## config.mk

```make
export PLATFORM = sky130hd
export DESIGN_NAME = dtf_timer
export DESIGN_NICKNAME = d
export VERILOG_FILES = /design/src/rtl/dtf_counter.v /design/src/rtl/dtf_timer.v
export VERILOG_INCLUDE_DIRS = /design/src /design/src/rtl
export SDC_FILE = /design/constraint.sdc
export NUM_CORES = 1
export LEC_CHECK = 0
export BUFFER_PORTS_ARGS = -buffer_cell sky130_fd_sc_hd__buf_2
export CAP_MARGIN = 15
export CORE_MARGIN = 2
export CORE_UTILIZATION = 30
export CTS_CLUSTER_DIAMETER = 50
export CTS_CLUSTER_SIZE = 40
export DETAILED_ROUTE_END_ITERATION = 16
export PLACE_DENSITY = 0.62
export RECOVER_POWER = 100
export SYNTH_ARGS = -nofsm -noshare
export SYNTH_HDL_FRONTEND = slang
export SYNTH_HIERARCHICAL = 1
export SYNTH_SLANG_ARGS = --single-unit
```

## constraint.sdc

```tcl
create_clock -name mclk -period 4.2 [get_ports mclk]
set_clock_uncertainty 0.05 [all_clocks]
set_input_delay 0 -clock mclk [delete_from_list [all_inputs] [get_ports mclk]]
set_output_delay 0 -clock mclk [all_outputs]
set_load 0.05 [all_outputs]
```

## src/rtl/dtf_consts.vh

```
// Constants for the delay timer functions block
// What this block does
// On delay: rising trigger clears, starts timer
// On delay: output high at expiry, while trigger
// On delay: early trigger drop clears, no output
// On delay: output low whenever trigger low
// Reset clears every elapsed time counter
// Off delay: output follows high trigger immediately
// Off delay: falling edge restarts timer, output high
// Off delay: output low when timer reaches delay
// Off delay: new pulse retriggers on next fall
// Off delay: clear resets timer, forces output low
// On/off: rising edge starts rise delay timer
// On/off: early fall clears, output stays low
// On/off: falling edge starts fall delay timer
// On/off: early rise clears, output stays high
// Retentive: rising edge starts, output at expiry
// Retentive: later trigger changes ignored
// Retentive: only clear or reset returns output and timer
// Counters step per tick, saturate at target
// Clear beats trigger edge in same cycle
`ifndef DTF_CONSTS_VH
`define DTF_CONSTS_VH

// ----------------------------------------
// Widths and modes
// ----------------------------------------
`define DTF_TW        16
`define DTF_ZERO      16'h0000
`define DTF_ONE       16'h0001
`define DTF_MODE_W    2
`define DTF_MODE_ON   2'h0
`define DTF_MODE_OFF  2'h1
`define DTF_MODE_ONOF 2'h2
`define DTF_MODE_RET  2'h3

// ----------------------------------------
// Synchroniser lanes
// ----------------------------------------
`define DTF_PIN_N     2
`define DTF_PIN_TRG   0
`define DTF_PIN_CLR   1

`endif

```

## src/rtl/dtf_counter.v

```verilog
// Saturating elapsed-time counter stepped by the time-base tick
`timescale 1ns/1ps
`default_nettype none
`include "dtf_consts.vh"

module dtf_counter
(
    input  wire                 mclk,    // System clock
    input  wire                 rst,     // Async reset, high
    input  wire                 clr,     // Restart from zero
    input  wire                 run,     // Counting allowed
    input  wire                 tick,    // Time-base tick
    input  wire [`DTF_TW-1:0]   target,  // Saturation value
    output reg  [`DTF_TW-1:0]   count_q, // Elapsed time
    output wire                 done     // Count reached target
);

    assign done = (count_q >= target);

    always @(posedge mclk or posedge rst)
    begin
        if (rst)
            count_q <= `DTF_ZERO;
        else if (clr)
            count_q <= `DTF_ZERO;
        else if (run && tick && !done)
            count_q <= count_q + `DTF_ONE;
    end

endmodule
`default_nettype wire

```

## src/rtl/dtf_timer.v

```verilog
// Delay timer functions: on, off, on/off and retentive on delay
`timescale 1ns/1ps
`default_nettype none
`include "dtf_consts.vh"

module dtf_timer
(
    input  wire                   mclk,         // System clock 250 MHz
    input  wire                   rst,          // Async reset, high
    input  wire [`DTF_MODE_W-1:0] mode,         // Function select
    input  wire                   tick,         // Time-base tick
    input  wire                   trigger_in,   // Trigger, from pin
    input  wire                   clear_in,     // Clear, from pin
    input  wire [`DTF_TW-1:0]     delay_time,   // Delay, on/off/ret
    input  wire [`DTF_TW-1:0]     rise_delay,   // On/off rise delay
    input  wire [`DTF_TW-1:0]     fall_delay,   // On/off fall delay
    output wire                   out,          // Timer output
    output wire [`DTF_TW-1:0]     elapsed_time  // Elapsed time
);

    // ----------------------------------------
    // Input synchronisers
    // ----------------------------------------
    wire [`DTF_PIN_N-1:0] pin_raw;
    wire [`DTF_PIN_N-1:0] pin_sync;
    wire                  trg;
    wire                  rise;
    wire                  fall;
    wire                  clr;
    reg                   trg_prev_q;

    assign pin_raw[`DTF_PIN_TRG] = trigger_in;
    assign pin_raw[`DTF_PIN_CLR] = clear_in;

    // Both pins are asynchronous, so each passes two flops first
    genvar gi;
    generate
        for (gi = 0; gi < `DTF_PIN_N; gi = gi + 1)
        begin : g_sync
            reg s1_q;
            reg s2_q;

            always @(posedge mclk or posedge rst)
            begin
                if (rst)
                begin
                    s1_q <= 1'h0;
                    s2_q <= 1'h0;
                end
                else
                begin
                    s1_q <= pin_raw[gi];
                    s2_q <= s1_q;
                end
            end

            assign pin_sync[gi] = s2_q;
        end
    endgenerate

    // Starts low like the idle pin, so reset makes no false edge
    always @(posedge mclk or posedge rst)
    begin
        if (rst)
            trg_prev_q <= 1'h0;
        else
            trg_prev_q <= trg;
    end

    assign trg  = pin_sync[`DTF_PIN_TRG];
    assign rise = trg && !trg_prev_q;
    assign fall = !trg && trg_prev_q;
    // Clear input only exists for off delay and retentive modes
    assign clr  = pin_sync[`DTF_PIN_CLR] &&
                  ((mode == `DTF_MODE_OFF) || (mode == `DTF_MODE_RET));

    // ----------------------------------------
    // Timer control
    // ----------------------------------------
    // Counter is either parked or advancing on ticks
    localparam ST_IDLE = 1'h0;
    localparam ST_RUN  = 1'h1;

    reg                    state_q;
    reg                    state_d;
    reg                    out_q;
    reg                    out_d;
    reg                    cnt_clr;
    reg  [`DTF_TW-1:0]     target;
    wire                   done;
    wire                   run;
    reg  [`DTF_MODE_W-1:0] mode_q;
    reg                    mode_chg_q;

    // Proposals from each function, picked by the mode below
    reg                    on_state;
    reg                    on_out;
    reg                    on_clr;
    reg                    off_state;
    reg                    off_out;
    reg                    off_clr;
    reg                    oo_state;
    reg                    oo_out;
    reg                    oo_clr;
    reg                    ret_state;
    reg                    ret_out;
    reg                    ret_clr;

    assign run = (state_q == ST_RUN);

    // Mode switch restarts the function cleanly
    always @(posedge mclk or posedge rst)
    begin
        if (rst)
        begin
            mode_q     <= `DTF_MODE_ON;
            mode_chg_q <= 1'h0;
        end
        else
        begin
            mode_q     <= mode;
            mode_chg_q <= (mode != mode_q);
        end
    end

    // ----------------------------------------
    // On delay
    // ----------------------------------------
    always @*
    begin
        on_state = state_q;
        on_out   = out_q;
        on_clr   = 1'h0;
        if (!trg)
        begin
            on_state = ST_IDLE;
            on_clr   = 1'h1;
            on_out   = 1'h0;
        end
        else if (rise)
        begin
            on_state = ST_RUN;
            on_clr   = 1'h1;
            on_out   = 1'h0;
        end
        else if (run && done)
            on_out = 1'h1;
    end

    // ----------------------------------------
    // Off delay
    // ----------------------------------------
    always @*
    begin
        off_state = state_q;
        off_out   = out_q;
        off_clr   = 1'h0;
        if (clr)
        begin
            off_state = ST_IDLE;
            off_clr   = 1'h1;
            off_out   = 1'h0;
        end
        else if (trg)
        begin
            off_state = ST_IDLE;
            off_clr   = 1'h1;
            off_out   = 1'h1;
        end
        else if (fall)
        begin
            off_state = ST_RUN;
            off_clr   = 1'h1;
        end
        else if (run && done)
        begin
            off_state = ST_IDLE;
            off_out   = 1'h0;
        end
    end

    // ----------------------------------------
    // On/off delay
    // ----------------------------------------
    // Counter aims at the delay for the opposite output level
    always @*
    begin
        case (mode)
            `DTF_MODE_ONOF:
                target = out_q ? fall_delay : rise_delay;
            default:
                target = delay_time;
        endcase
    end

    always @*
    begin
        oo_state = state_q;
        oo_out   = out_q;
        oo_clr   = 1'h0;
        if (trg == out_q)
        begin
            oo_state = ST_IDLE;
            oo_clr   = 1'h1;
        end
        else if (rise || fall)
        begin
            oo_state = ST_RUN;
            oo_clr   = 1'h1;
        end
        else if (run && done)
        begin
            oo_state = ST_IDLE;
            oo_clr   = 1'h1;
            oo_out   = trg;
        end
    end

    // ----------------------------------------
    // Retentive on delay
    // ----------------------------------------
    // Only clear or reset can stop it once started
    always @*
    begin
        ret_state = state_q;
        ret_out   = out_q;
        ret_clr   = 1'h0;
        if (clr)
        begin
            ret_state = ST_IDLE;
            ret_clr   = 1'h1;
            ret_out   = 1'h0;
        end
        else if (rise && !run)
            ret_state = ST_RUN;
        else if (run && done)
            ret_out = 1'h1;
    end

    // ----------------------------------------
    // Function select
    // ----------------------------------------
    always @*
    begin
        // A fresh mode starts parked and low
        state_d = ST_IDLE;
        out_d   = 1'h0;
        cnt_clr = 1'h1;
        if (!mode_chg_q)
        begin
            case (mode)
                `DTF_MODE_ON:
                begin
                    state_d = on_state;
                    out_d   = on_out;
                    cnt_clr = on_clr;
                end
                `DTF_MODE_OFF:
                begin
                    state_d = off_state;
                    out_d   = off_out;
                    cnt_clr = off_clr;
                end
                `DTF_MODE_ONOF:
                begin
                    state_d = oo_state;
                    out_d   = oo_out;
                    cnt_clr = oo_clr;
                end
                `DTF_MODE_RET:
                begin
                    state_d = ret_state;
                    out_d   = ret_out;
                    cnt_clr = ret_clr;
                end
                default:
                begin
                    state_d = ST_IDLE;
                    out_d   = 1'h0;
                    cnt_clr = 1'h1;
                end
            endcase
        end
    end

    always @(posedge mclk or posedge rst)
    begin
        if (rst)
        begin
            state_q <= ST_IDLE;
            out_q   <= 1'h0;
        end
        else
        begin
            state_q <= state_d;
            out_q   <= out_d;
        end
    end

    // Data output straight from its flop
    assign out = out_q;

    // ----------------------------------------
    // Elapsed time counter
    // ----------------------------------------
    dtf_counter u_cnt
    (
        .mclk    (mclk),
        .rst     (rst),
        .clr     (cnt_clr),
        .run     (run),
        .tick    (tick),
        .target  (target),
        .count_q (elapsed_time),
        .done    (done)
    );

endmodule
`default_nettype wire

```

## Word level (Yosys, flattened, before mapping)

Index checks and enable logic that the tools add are counted.

| word-level totals | value |
|---|---|
| ROM bits | 0 |
| latch bits | 0 |
| register bits after elaboration | 26 |
| RAM bits | 0 |
| memories | 0 |

| cells by class | value |
|---|---|
| muxes and demuxes | 41 |
| $lt $le $gt $ge | 1 |
| shift-type cells | 0 |
| eq/ne operators | 13 |
| $mul | 0 |
| $add $sub $neg | 1 |
| divide/modulo/power cells | 0 |
| bitwise gates (word level) | 0 |
| reductions and logical operators | 17 |

Operators with widths:

| kind | count |
|---|---|
| two-way mux 16 bit | 4 |
| two-way mux 1 bit | 34 |
| adder 16 x 1 -> 16 bit (second input constant) | 1 |
| greater-or-equal comparator 16 bit | 1 |
| case mux 1 bit (4 select lines) | 3 |
| != test 3 bit (second input constant) | 3 |
| != test 4 bit (second input constant) | 2 |
| logical AND 1 bit | 7 |
| AND reduction 6 bit | 1 |
| != test 5 x 4 -> 1 bit (second input constant) | 1 |
| != test 5 bit (second input constant) | 1 |
| equality test 2 bit (second input constant) | 2 |
| zero test 1 bit | 4 |
| != test 4 x 3 -> 1 bit (second input constant) | 1 |
| equality test 2 x 1 -> 1 bit (second input constant) | 1 |
| zero test 2 bit | 1 |
| logical OR 1 bit | 2 |
| != test 2 bit | 1 |
| AND reduction 2 bit | 1 |
| nonzero test 2 bit | 1 |
| equality test 1 bit | 1 |

## Depth between registers and ports, before layout

| logic depth | value |
|---|---|
| word-level depth | 10 |
| depth in mapped cells | 21 |
| mapped depth without buffers | 16 |

## By module

Netlist, hierarchy kept.

Modules (own cells, without submodules):

| module | area an instance (sq um) | times used | seq. area each (sq um) | cells an instance |
|---|---|---|---|---|
| dtf_counter | 1302.5 | 1 | 400.4 | 151 |
| dtf_timer | 928.4 | 1 | 250.2 | 112 |

## Worst setup path after synthesis

No wires, ideal clock.

| timing | value |
|---|---|
| path type | register to register |
| start point | register out_q (netlist: out) |
| end point | register u_cnt.count_q[12] |
| library setup time | 0.132 ns |
| required time | 4.018 ns |
| period minus slack after synthesis | 4.073 ns |
| data arrival time | 3.891 ns |
| slack | 0.127 ns |
| stages on the path, launching flop included | 20 |
| path buffers | 6 |
| path through | dfrtp_1 buf_6 buf_2 mux2i_1 o21ai_0 inv_1 ha_1 nand3_1 a211oi_1 a211oi_2 o21ai_2 buf_6 clkbuf_1 nand2_1 nand3_1 o22ai_1 o21ai_0 buf_1 clkbuf_1 nor2_1 |

| on the way | value |
|---|---|
| cells in the longest elaborated chain, start to end | 10 |
| elaborated cells on any way between the ends | 14 |
| classes of those cells | 1 x order compare; 1 x eq/ne; 8 x mux; 4 x reduce/logical |

Ends and longest elaborated chain:

| what | RTL line | RTL |
|---|---|---|
| start, declared | dtf_timer.v:86 | `reg out_q;` |
| start signal, assigned | dtf_timer.v:296 | `out_q <= out_d;` |
| two-way mux 16 bit (*) | dtf_timer.v:190 | `target = out_q ? fall_delay : rise_delay;` |
| two-way mux 16 bit (*) | dtf_timer.v:188 | `case (mode)` |
| via target[6] | dtf_timer.v:89 | `` reg [`DTF_TW-1:0] target; `` |
| greater-or-equal comparator 16 bit (*) | dtf_counter.v:18 | `assign done = (count_q >= target);` |
| via done | dtf_timer.v:90 | `wire done;` |
| logical AND 1 bit (*) | dtf_timer.v:211 | `else if (run && done)` |
| two-way mux 1 bit (*) | dtf_timer.v:211 |  |
| two-way mux 1 bit (*) | dtf_timer.v:206 | `else if (rise \|\| fall)` |
| two-way mux 1 bit (*) | dtf_timer.v:201 | `if (trg == out_q)` |
| case mux 1 bit (4 select lines) (*) | dtf_timer.v:251 | `case (mode)` |
| two-way mux 1 bit (*) | dtf_timer.v:249 | `if (!mode_chg_q)` |
| via cnt_clr | dtf_timer.v:88 | `reg cnt_clr;` |
| two-way mux 16 bit or nonzero test 2 bit (tied branches) | -- |  |
| end signal, assigned | dtf_counter.v:23 | `` count_q <= `DTF_ZERO; `` |
| end signal, assigned | dtf_counter.v:25 | `` count_q <= `DTF_ZERO; `` |
| end signal, assigned | dtf_counter.v:27 | `` count_q <= count_q + `DTF_ONE; `` |
| end, declared | dtf_counter.v:14 | `` output reg [`DTF_TW-1:0] count_q, `` |

Mark *: on every way through the listed nets, which the timed path passes. The rest lies on a longest branch.
A chain may end at the register's enable or synchronous reset.

## Worst setup path after layout

| timing | value |
|---|---|
| start point | input port mode[0] |
| end point | register out_q (netlist: out) |

| on the way | value |
|---|---|
| cells in the longest elaborated chain, start to end | 9 |
| elaborated cells on any way between the ends | 24 |
| classes of those cells | 1 x order compare; 9 x eq/ne; 9 x mux; 5 x reduce/logical |

Ends and longest elaborated chain:

| what | RTL line | RTL |
|---|---|---|
| start, declared | dtf_timer.v:10 | `` input wire [`DTF_MODE_W-1:0] mode, `` |
| equality test 2 bit (*) | dtf_timer.v:188 |  |
| two-way mux 16 bit (*) | dtf_timer.v:188 |  |
| via target[0] | dtf_timer.v:89 |  |
| greater-or-equal comparator 16 bit (*) | dtf_counter.v:18 |  |
| via done | dtf_timer.v:90 |  |
| logical AND 1 bit (*) | -- |  |
| two-way mux 1 bit | -- |  |
| two-way mux 1 bit, on equally long branches (2 in series) | -- |  |
| case mux 1 bit (4 select lines) | dtf_timer.v:251 |  |
| two-way mux 1 bit | dtf_timer.v:249 |  |

Mark *: on every way through the listed nets, which the timed path passes. The rest lies on a longest branch. The select of a mux whose other input is x is not followed.

==> metrics <==
WHS 101.0 ps; Primary FF master, synth dfrtp_1; clock latency at the later pin of the worst-skew pair 280 ps; max cap viols 0; IO Pins 72; critical path class in2reg; ANT nets after route 0; post-route cell area 2748 µm²; Final WS setup 566.6 ps; estimated wirelength of the detail-placed design 4548 µm; Post-Syn Instances 263; Worst Path Arrival 3750 ps; Initial Utilization 30.92%; Max Buffers Root-to-Sink 2; yosys warns 6; post-layout min period 3633 ps; IR drop worst, VDD 0.00009480 V; Iter 0 DRT Violations 141; cell taking the most area after synthesis dfrtp_1; TritonCTS sink count 26; DRC viols 0; die height 90.24 µm; Post-DP Area 2671 µm²; global-route wire length before repair 9687 µm; FFs w/ async S/R, synth 100.0%; # rows 31; RSZ-0062 raised after global routing false; Post-synth EDFFs 0; layout cells sized above 1 21.79%; Cell variety after synth 47; crit start category input pin; WL final 5698 µm; status complete, no violations; top cells by area, synth dfrtp_1 (29%), ha_1 (12%), mux2i_1 (7.2%); hold crit path type in2reg; DRT Pass-1 Iters 4; overall global routing resource usage 14.23%; top-area cell type share of the netlist area 29.16%; die width 90.24 µm; setup violators final 0; ANT cells 0; Synth-to-Final Area Change 23.16%; most frequent cell after synthesis inv_1; final hold vios 0; PortBufs 71; H-tree Lvls 1; leak pwr 1.256 nW; setup TNS 0 ps; Final Cycle Share 86.51%; Max Freq 0.2752 GHz; DIE AREA 8142 µm²; final core occ 38.09%; pin count of the biggest net entering global routing 31; Core Area 7214 µm²; final slew viol count 0; Net Count, Synth 340; syn_area_per_cell 8.482 µm²; # nets final 413; commonest cells in the synthesized netlist inv_1 (29), nand2_1 (27), dfrtp_1 (26); total number of vias 2117; Seq cells post-synth 26; crit end category flip-flop; register area share after synthesis 29.16%; Via density 4.878; cell chosen for the clock root clkbuf_8; Power Dens Cells 202.0 nW/µm²; CTS Buf Count 3; Clock transition at path regs 100 ps; Post-Syn Area 2231 µm²; number of global-route vias before repair 2041; total congestion overflow 0; reg2reg setup slack 690 ps; Crit Path Max Fanout 30; initial antenna violation count 0; worst relative slew slack 58.20%; critical path required time 4320 ps; DR WL/cell 13.13 µm; Place WS 676.2 ps; TritonCTS clock tree yes; routability cong. 0.7876; Worst-Margin Slew 626.3 ps
cell usage in the layout, fill, tap and decap left out, types with 3 or more instances in the layout:
master | synthesis | final
buf_2 | 1 | 53
inv_1 | 29 | 29
nand2_1 | 27 | 26
dfrtp_1 | 26 | 26
o21ai_0 | 24 | 24
ha_1 | 22 | 22
a21oi_1 | 18 | 19
clkbuf_1 | 6 | 18
mux2i_1 | 16 | 16
nor2_1 | 9 | 9
o31ai_1 | 7 | 7
or4_1 | 7 | 7
nand3_1 | 6 | 6
nand4_1 | 6 | 6
dlygate4sd3_1 | 0 | 5
and3_1 | 4 | 4
mux2_2 | 4 | 4
clkbuf_8 | 0 | 4
buf_4 | 2 | 4
xnor2_1 | 3 | 3
o21bai_1 | 3 | 3
nor2b_1 | 3 | 3
nand2b_1 | 3 | 3
o2111ai_1 | 3 | 3
or3_1 | 3 | 3
layout make-up:
cell class	count	area, µm²
fillers	777	4467
multi-input cells	196	1396
flip-flops and latches	26	650.6
repair buffers	80	412.9
well taps	99	123.9
inverters	29	108.9
clock buffers	4	55.05
where the power goes:
| group | switching (mW) | internal, mW | leakage (nW) |
|---|---|---|---|
| registers | 0.00817 | 0.256 | 0.343 |
| clock network | 0.0839 | 0.0841 | 0.0288 |
| logic | 0.0642 | 0.0587 | 0.884 |
| total | 0.156 | 0.399 | 1.26 |
metrics by stage:
step / std cells / power [mW]
after floorplan: 263 / 0.3475
after global placement: 425 / 0.3863
after CTS: 434 / 0.5614
after global routing: 434 / 0.5852
after detailed placement: 425 / 0.3904
final: 434 / 0.5549
worst max-delay path, stage by stage:
cell,delay [ps]
dlygate4sd3_1,530
buf_2,180
inv_1,160
nand2_2,280
nand2_1,140
o21ai_0,90
ha_1,310
nand2b_4,140
a2111o_1,400
a211oi_1,450
o21ai_2,130
buf_4,230
a21oi_1,240
a2111oi_0,140
a31oi_1,220
a211oi_2,100
cells by family (layout without fill, tap and decap cells):
family / Yosys count / after routing / share of synthesized area (%)
fa+ha+maj: 22 / 22 / 12.34
buf+inv: 41 / 113 / 7.963
simple gates: 78 / 78 / 18.45
compound gates: 72 / 72 / 21.31
flops: 26 / 26 / 29.16
xor+xnor: 4 / 4 / 1.571
mux: 20 / 20 / 9.198
path summary, 6_finish.rpt:
check | end | cells past startpoint | from
worst max-delay path | out$_DFFE_PP0P_ | 16 | mode[0]
worst min-delay path | u_cnt/count_q[1]$_DFFE_PP0P_ | 4 | tick
worst max register to register | out$_DFFE_PP0P_ | 13 | out$_DFFE_PP0P_
worst min register to register | g_sync[1].s2_q$_DFF_PP0_ | 0 | g_sync[1].s1_q$_DFF_PP0_
max in group asynchronous | u_cnt/count_q[14]$_DFFE_PP0P_ | 3 | rst
min in group asynchronous | g_sync[0].s2_q$_DFF_PP0_ | 3 | rst
layer usage:
metal / GRT usage [%] / part of all wire (%) / up-vias
met1: 19.13 / 47 / 948
met4: 4.231 / 1.3 / 0
met3: 2.515 / 6.9 / 5
met2: 23.37 / 45 / 68
met5: 0 / 0 / -
li1: - / - / 1096
timing repair:
| item | in CTS | in global routing |
|---|---|---|
| setup endpoints to repair | 0 | 2 |
| hold buffers | 5 | 0 |
| setup buffers | 0 | 0 |
| gates resized for setup | 0 | 1 |
| hold endpoints to repair | 30 | 0 |
flip-flops by register name (all words and copies together), names as in the netlist:
| signal | count |
|---|---|
| mode_q | 2 |
| run | 1 |
| g_sync.s2_q | 2 |
| mode_chg_q | 1 |
| out | 1 |
| u_cnt/count_q | 16 |
| trg_prev_q | 1 |
| g_sync.s1_q | 2 |
Note: power is estimated with default switching activity, not from simulation.
